$ cat config.mk
export PLATFORM = sky130hd
export DESIGN_NAME = octal_gpio_port_with_pin_mux
export DESIGN_NICKNAME = d
export VERILOG_FILES = /design/src/rtl/gpio_pkg.sv /design/src/rtl/octal_gpio_port_with_pin_mux.sv
export SDC_FILE = /design/constraint.sdc
export NUM_CORES = 1
export LEC_CHECK = 0
export ABC_AREA = 0
export BUFFER_PORTS_ARGS = -buffer_cell sky130_fd_sc_hd__buf_2
export CAP_MARGIN = 20
export CORE_MARGIN = 4
export CORE_UTILIZATION = 42
export DETAILED_ROUTE_END_ITERATION = 16
export PLACE_DENSITY_LB_ADDON = 0.15
export SKIP_LAST_GASP = 1
export SYNTH_ARGS = -nofsm -noshare
export SYNTH_HDL_FRONTEND = slang
export SYNTH_SLANG_ARGS = --single-unit
export TNS_END_PERCENT = 5
$ cat constraint.sdc
create_clock -name clk -period 1.1 [get_ports clk]
set_input_delay 0.165 -clock clk [delete_from_list [all_inputs] [get_ports clk]]
set_output_delay 0.165 -clock clk [all_outputs]
set_load 0.05 [all_outputs]
$ cat src/rtl/gpio_pkg.sv
// Package with constants and carrier structs for the octal I/O port
package gpio_pkg;
  localparam int unsigned PORT_WIDTH = 8;
  localparam logic [7:0] DIRECTION_RESET = 8'hff;
  localparam logic [7:0] ANALOG_RESET = 8'hff;
  localparam logic [7:0] LATCH_RESET = 8'h00;
  localparam int unsigned PIN_SPI_CLOCK = 0;
  localparam int unsigned PIN_CAPTURE_COMPARE_CH4 = 1;
  localparam int unsigned PIN_PWM2_OUT2 = 2;
  localparam int unsigned PIN_PWM2_OUT4 = 3;
  localparam int unsigned PIN_PWM2_OUT3 = 4;
  localparam int unsigned PIN_PWM1_OUT2 = 5;
  localparam int unsigned PIN_PWM1_OUT3 = 6;
  localparam int unsigned PIN_PWM1_OUT4 = 7;
  localparam int unsigned ANALOG_PINS = 6;

  // One peripheral output request: enable plus level
  typedef struct packed {
    logic en;
    logic val;
  } periph_out_s;

  // Peripheral outputs that may claim port pins
  typedef struct packed {
    periph_out_s spi2_clock;
    periph_out_s i2c2_clock;
    periph_out_s capture_compare_ch4;
    periph_out_s i2c2_data;
    periph_out_s pwm_ch2_out2;
    periph_out_s pwm_ch2_out4;
    periph_out_s pwm_ch2_out3;
    periph_out_s spi2_data_out;
    periph_out_s pwm_ch1_out2;
    periph_out_s pwm_ch1_out3;
    periph_out_s serial2_transmit;
    periph_out_s pwm_ch1_out4;
    periph_out_s serial2_receive;
  } periph_outs_s;

  // Digital inputs routed to peripherals
  typedef struct packed {
    logic spi2_clock;
    logic i2c2_clock;
    logic capture_compare_ch4;
    logic spi2_data_in;
    logic i2c2_data;
    logic spi2_slave_select;
    logic serial2_clock;
    logic serial2_receive;
  } periph_ins_s;

  // Complete register state of the port
  typedef struct packed {
    logic [7:0] port_direction;
    logic [7:0] port_output_latch;
    logic [7:0] port_analog_select;
    logic [7:0] sync1;
    logic [7:0] port_pin_state;
  } port_state_s;
endpackage : gpio_pkg

$ cat src/rtl/octal_gpio_port_with_pin_mux.sv
// Octal bidirectional I/O port with peripheral pin multiplexing
// Usage notes:
// Direction, not analog select, decides whether a pin is driven, so keep
// analog pins as inputs. Pin-state reads lag the pads by two clocks
// through the synchroniser. Peripheral enables choose only the driven
// level; the direction bit must still be cleared for a peripheral to
// reach its pin.
module octal_gpio_port_with_pin_mux
#(
  parameter int unsigned WIDTH = gpio_pkg::PORT_WIDTH
) (
  input wire logic clk, // System clock
  input wire logic rst, // Synchronous reset, active high
  input wire logic [7:0] wdata, // Register write data
  input wire logic direction_we, // Write strobe for direction
  input wire logic latch_we, // Write strobe for output latch
  input wire logic pin_state_we, // Write strobe for pin state
  input wire logic analog_we, // Write strobe for analog select
  input wire logic pwm2b_location_select, // Configuration bit
  output logic [7:0] port_direction, // Direction readback
  output logic [7:0] port_output_latch, // Latch readback
  output logic [7:0] port_pin_state, // Synchronized pin levels
  output logic [7:0] port_analog_select, // Analog select readback
  input wire gpio_pkg::periph_outs_s periph_out, // Peripheral drives
  output gpio_pkg::periph_ins_s periph_in, // Peripheral inputs
  output logic [5:0] analog_channel_enable, // Channels 20 to 25
  input wire logic [7:0] pin_in, // Pin levels from pads
  output logic [7:0] pin_out, // Pin output levels
  output logic [7:0] pin_oe // Pin output enables
);
  import gpio_pkg::*;

  // Whole register state of the port and its next value
  port_state_s state_q;
  port_state_s state_d;
  // Per-pin claim by a peripheral: enable and the level it wants
  logic [7:0] periph_en;
  logic [7:0] periph_val;
  // Synchronised pin levels after analog blanking
  logic [7:0] dig_in;

  // Register updates; each direction bit stands alone
  always_comb begin
    state_d = state_q;
    if (direction_we) begin
      state_d.port_direction = wdata;
    end
    // Both the latch and the pin-state address load the latch, so a
    // read-modify-write through the pin-state address copies pin levels into it
    if (latch_we || pin_state_we) begin
      state_d.port_output_latch = wdata;
    end
    if (analog_we) begin
      state_d.port_analog_select = wdata;
    end
    // Two-stage synchroniser: only the second stage reads the first, so
    // a metastable first stage never reaches the blanking gates; the
    // second stage keeps the raw levels and blanking follows it
    state_d.sync1 = pin_in;
    state_d.port_pin_state = state_q.sync1;
  end

  // State register with power-on defaults
  // Every pin comes up an analog input with its driver off; the latch is
  // cleared so the first direction change drives a known level, and the
  // synchroniser starts at zero so no stale level reaches a peripheral
  always_ff @(posedge clk) begin
    if (rst) begin
      state_q.port_direction <= DIRECTION_RESET;
      state_q.port_analog_select <= ANALOG_RESET;
      state_q.port_output_latch <= LATCH_RESET;
      state_q.sync1 <= 8'h00;
      state_q.port_pin_state <= 8'h00;
    end else begin
      state_q <= state_d;
    end
  end

  // Fixed priority per pin; first listed wins
  // Output owners per pin, highest first, latch last:
  //   pin 0: SPI clock, I2C clock
  //   pin 1: compare/PWM 4, I2C data
  //   pin 2: PWM2 output 2, alternate location only
  //   pin 3: PWM2 output 4
  //   pin 4: PWM2 output 3, SPI data out
  //   pin 5: PWM1 output 2
  //   pin 6: PWM1 output 3, serial transmit or clock
  //   pin 7: PWM1 output 4, serial synchronous data
  // Claims never touch the output enable
  always_comb begin
    periph_en = 8'h00;
    periph_val = 8'h00;
    // Pin 0: serial port 2 clock, SPI before I2C
    if (periph_out.spi2_clock.en) begin
      periph_en[PIN_SPI_CLOCK] = 1'b1;
      periph_val[PIN_SPI_CLOCK] = periph_out.spi2_clock.val;
    end else if (periph_out.i2c2_clock.en) begin
      periph_en[PIN_SPI_CLOCK] = 1'b1;
      periph_val[PIN_SPI_CLOCK] = periph_out.i2c2_clock.val;
    end
    // Pin 1: compare output, then I2C data
    if (periph_out.capture_compare_ch4.en) begin
      periph_en[PIN_CAPTURE_COMPARE_CH4] = 1'b1;
      periph_val[PIN_CAPTURE_COMPARE_CH4] = periph_out.capture_compare_ch4.val;
    end else if (periph_out.i2c2_data.en) begin
      periph_en[PIN_CAPTURE_COMPARE_CH4] = 1'b1;
      periph_val[PIN_CAPTURE_COMPARE_CH4] = periph_out.i2c2_data.val;
    end
    // Pin 2: alternate PWM2 output 2 location
    if (periph_out.pwm_ch2_out2.en && !pwm2b_location_select) begin
      periph_en[PIN_PWM2_OUT2] = 1'b1;
      periph_val[PIN_PWM2_OUT2] = periph_out.pwm_ch2_out2.val;
    end
    // Pin 3
    if (periph_out.pwm_ch2_out4.en) begin
      periph_en[PIN_PWM2_OUT4] = 1'b1;
      periph_val[PIN_PWM2_OUT4] = periph_out.pwm_ch2_out4.val;
    end
    // Pin 4: PWM before SPI data out
    if (periph_out.pwm_ch2_out3.en) begin
      periph_en[PIN_PWM2_OUT3] = 1'b1;
      periph_val[PIN_PWM2_OUT3] = periph_out.pwm_ch2_out3.val;
    end else if (periph_out.spi2_data_out.en) begin
      periph_en[PIN_PWM2_OUT3] = 1'b1;
      periph_val[PIN_PWM2_OUT3] = periph_out.spi2_data_out.val;
    end
    // Pin 5
    if (periph_out.pwm_ch1_out2.en) begin
      periph_en[PIN_PWM1_OUT2] = 1'b1;
      periph_val[PIN_PWM1_OUT2] = periph_out.pwm_ch1_out2.val;
    end
    // Pin 6: PWM then serial transmit/clock
    if (periph_out.pwm_ch1_out3.en) begin
      periph_en[PIN_PWM1_OUT3] = 1'b1;
      periph_val[PIN_PWM1_OUT3] = periph_out.pwm_ch1_out3.val;
    end else if (periph_out.serial2_transmit.en) begin
      periph_en[PIN_PWM1_OUT3] = 1'b1;
      periph_val[PIN_PWM1_OUT3] = periph_out.serial2_transmit.val;
    end
    // Pin 7: PWM then serial synchronous data
    if (periph_out.pwm_ch1_out4.en) begin
      periph_en[PIN_PWM1_OUT4] = 1'b1;
      periph_val[PIN_PWM1_OUT4] = periph_out.pwm_ch1_out4.val;
    end else if (periph_out.serial2_receive.en) begin
      periph_en[PIN_PWM1_OUT4] = 1'b1;
      periph_val[PIN_PWM1_OUT4] = periph_out.serial2_receive.val;
    end
  end

  // Per-pin driver; analog select does not gate outputs
  // The enable follows direction alone; a peripheral claim only swaps the
  // level that the latch would otherwise put out
  for (genvar i = 0; i < WIDTH; i++) begin : g_pin
    assign pin_oe[i] = ~state_q.port_direction[i];
    assign pin_out[i] = periph_en[i] ? periph_val[i]
                                     : state_q.port_output_latch[i];
  end

  // Analog channel connection for pins 0 to 5
  // Pins 6 and 7 have no channel output on this port
  for (genvar a = 0; a < ANALOG_PINS; a++) begin : g_analog
    assign analog_channel_enable[a] = state_q.port_direction[a] &
                                      state_q.port_analog_select[a];
  end

  // Digital inputs to peripherals, blanked in analog mode
  // Blanking after the synchroniser means an analog pin reads zero in the
  // same cycle that its select bit is set
  assign dig_in = state_q.port_pin_state & ~state_q.port_analog_select;
  // Pin 0 clock feeds both serial modes; pin 1 feeds capture and data
  assign periph_in.spi2_clock = dig_in[PIN_SPI_CLOCK];
  assign periph_in.i2c2_clock = dig_in[PIN_SPI_CLOCK];
  assign periph_in.capture_compare_ch4 = dig_in[PIN_CAPTURE_COMPARE_CH4];
  assign periph_in.spi2_data_in = dig_in[PIN_CAPTURE_COMPARE_CH4];
  assign periph_in.i2c2_data = dig_in[PIN_CAPTURE_COMPARE_CH4];
  assign periph_in.spi2_slave_select = dig_in[PIN_PWM2_OUT4];
  assign periph_in.serial2_clock = dig_in[PIN_PWM1_OUT3];
  assign periph_in.serial2_receive = dig_in[PIN_PWM1_OUT4];

  // Register readback
  // The latch reads back on its own, never the pin levels
  assign port_direction = state_q.port_direction;
  assign port_output_latch = state_q.port_output_latch;
  assign port_pin_state = dig_in;
  assign port_analog_select = state_q.port_analog_select;
endmodule : octal_gpio_port_with_pin_mux

==> results.yml <==
sta:
  setup_viol: 39
  tns_ns: -2.28
  finClkSkew_ns: 0.00303
  worst_pin_slew_ns: 0.277
  max_freq_ghz: 0.827
  layout_setup_ws_ns: -0.109
  hold_ws_ns: 0.0891
  slew_headroom_pct: 81.5
  post-route-min-period_ns: 1.21
  hold_viol: 0
  post-route-period-util_pct: 110
  slew_violations: 0
  rsz0062_at_grt: "yes"
cts:
  cts.sinks: 40
  postCtsHoldBufs: 0
  cts-root-buf: "clkbuf_8"
  clkLatencyLatePin_ns: 0.28
  htreeDepth: 2
  clk_pin_slew_ns: 0.07
  cts_tree: "built"
  cts_buffers: 5
  clock_path_buffers: 2
yosys:
  synth_area_leaders: "dfxtp_1 45%, buf_4 13%, nor2b_1 8.7%"
  synth-seq-cells: 40
  async_flop_share_pct: 0
  syn_area_sq_um: 1790
  ys_types: 17
  synthesis.nets: 243
  yosysWarnings: 0
  synth_most_common_cell: "dfxtp_1"
  synth_top_area_share_pct: 44.8
  synthCells: 194
  postSynthAreaPerCell_sq_um: 9.22
  synth_top_cells_by_count: "40 x dfxtp_1, 32 x buf_4, 25 x nor2b_1, 21 x nand2_1"
  synth_edf_count: 0
  synthFlopType: "dfxtp_1"
  yosysSeqAreaShare_pct: 44.8
  yosysTopAreaCell: "dfxtp_1"
route:
  drc: 0
  drtAntennaViolNets: 0
  finalWirelength_um: 4000
  vias_per_cell: 4.50
  vias: 1470
  wl_per_cell_um: 12.2
  detail_route.iter0.violations: 23
  drtPass1Iterations: 5
die:
  dieWidth_um: 73.3
  dieHeight_um: 73.3
  core_sq_um: 4060
  die-area_sq_um: 5370
  start_util_pct: 44.1
  io-pin-count: 111
  fp-row-count: 23
pwr:
  seq_power_share_pct: 41.4
  p_per_area_nw_per_um2: 1590
  p_comb_share_pct: 25.3
  p_switching_mw: 1.18
  leakage_nw: 1.21
  p_int_mw: 2.63
  power.total_mw: 3.81
  ir_drop_mv: 0.907
  clkPwrFrac_pct: 33.3
  switching_share_pct: 30.9
setup_path:
  cp_cell_sequence: "mux2_2 > buf_8"
  path_depth: 2
  critPathTopFamily: "flip-flops"
  slowest_delay_ns: 0.33
  r2r_start: "port_output_latch[2]$_SDFFE_PP0P_"
  ff2ff_setup_slack_ns: 0.12
  crit_fanout: 2
  cp.arrival_ns: 1.04
  r2r.worst_path.cells: 3
  cp_data_required_time_ns: 0.94
  crit_path_end: "pin_out[2]"
  critPathLaunchType: "register"
  crit_slowest_cell: "dfxtp_2"
  critPathLaunch: "port_output_latch[2]$_SDFFE_PP0P_"
  path_buf_inv: 1
  cp-end-kind: "output port"
  crit_type: "reg -> out"
  r2r-end: "port_output_latch[2]$_SDFFE_PP0P_"
placement:
  dp_hpwl_um: 2990
  post-place-ws_ns: 0.00296
  post_dp_cell_area_sq_um: 2160
  gp_congestion: 0.711
  portBuffers: 110
global_route:
  antenna_found_initial: 0
  grt.total_usage_pct: 15.0
  grt_pass1_wl_um: 6260
  grt_pass1_vias: 1448
  grt_max_degree: 17
  grt-ovfl-total: 0
outcome:
  outcome: "complete, but fails checks"
  violations: "negative setup slack"
finish:
  drive_above_1_share_pct: 50.2
  syn_to_final_growth_pct: 33.8
  final_area_sq_um: 2390
  n_antenna_cell: 0
  fin_nets: 325
run:
  cap_violations: 0
min_path:
  min-delay-start: "pin_in[2]"
  hp-class: "in -> reg"
==> worst register-to-register path: stages (launching register included) <==
cell and delay (ns):
dfxtp_2 0.34, buf_4 0.11, or3b_1 0.33, a21oi_1 0.13
==> cell usage in the layout, fill, tap and decap left out, drive strengths merged <==
| master | netlist | layout |
|---|---|---|
| a21oi | 8 | 8 |
| and2 | 6 | 6 |
| buf | 36 | 115 |
| bufinv | 0 | 1 |
| clkbuf | 4 | 7 |
| dfxtp | 40 | 40 |
| inv | 9 | 9 |
| mux2 | 3 | 3 |
| mux2i | 13 | 13 |
| nand2 | 21 | 21 |
| nor2b | 25 | 25 |
| o211ai | 8 | 8 |
| o21ai | 13 | 13 |
| or3b | 8 | 8 |
==> worst min-delay path by stage <==
stage,end,slack (ns),cells past startpoint
2_1_floorplan,state_q[0]$_SDFF_PP0_,0.24,1
3_3_place_gp,state_d[5]$_SDFF_PP0_,0.37,2
3_5_place_dp,state_d[2]$_SDFF_PP0_,0.38,2
4_1_cts,state_d[2]$_SDFF_PP0_,0.08,2
5_1_grt,state_d[3]$_SDFF_PP0_,0.08,2
6_report,state_d[2]$_SDFF_PP0_,0.09,2
==> timing repair <==
action	in CTS	in global routing
hold endpoints to repair	0	0
endpoints found under the setup margin	44	54
pin swaps	0	1
gates resized for setup	29	7
setup buffers	1	1
==> state kept, by name, summed over array words and instances, names as in the netlist <==
register and count:
port_direction 8, port_output_latch 8, state_d 8, port_analog_select 8
state_q 8
==> power by group through the flow <==
stage          registers, mW  logic (mW)  clock network, mW
2_1_floorplan           1.60       0.749                  0
3_3_place_gp            1.61       0.907                  0
3_5_place_dp            1.61       0.914                  0
4_1_cts                 1.58       0.966               1.31
5_1_grt                 1.59        1.02               1.38
6_report                1.58       0.963               1.27
==> metal layers <==
metal	vias up	wire length, um	track usage [%]
li1	760	-	-
met1	645	1630	17.4
met2	63	1960	25.7
met3	2	397	6.02
met4	0	10	3.69
met5	-	0	0
==> cell type report <==
type / instances / area [sq um]
Clock buffer: 7 / 96.3
Clock inverter: 1 / 30.0
Fill cell: 370 / 1660
Inverter: 9 / 33.8
Multi-Input combinational cell: 105 / 689
Sequential cell: 40 / 807
Tap cell: 50 / 62.6
Timing Repair Buffer: 115 / 674
==> metrics by stage <==
| step | cells | util, % |
|---|---|---|
| 6_report | 327 | 59.0 |
| 5_1_grt | 327 | 59.0 |
| 4_1_cts | 326 | 58.4 |
| 3_5_place_dp | 317 | 53.2 |
| 3_3_place_gp | 317 | 53.2 |
| 2_1_floorplan | 194 | - |
==> cell families after synthesis <==
family                 count (synthesis)  synth area share [%]
AO/OA/AOI/OAI                         29                  9.23
buffers and inverters                 49                  17.7
flip-flops                            40                  44.8
multiplexers                          16                  9.16
AND/OR/NAND/NOR                       60                  19.2
Note: power is estimated with default switching activity, not from simulation.
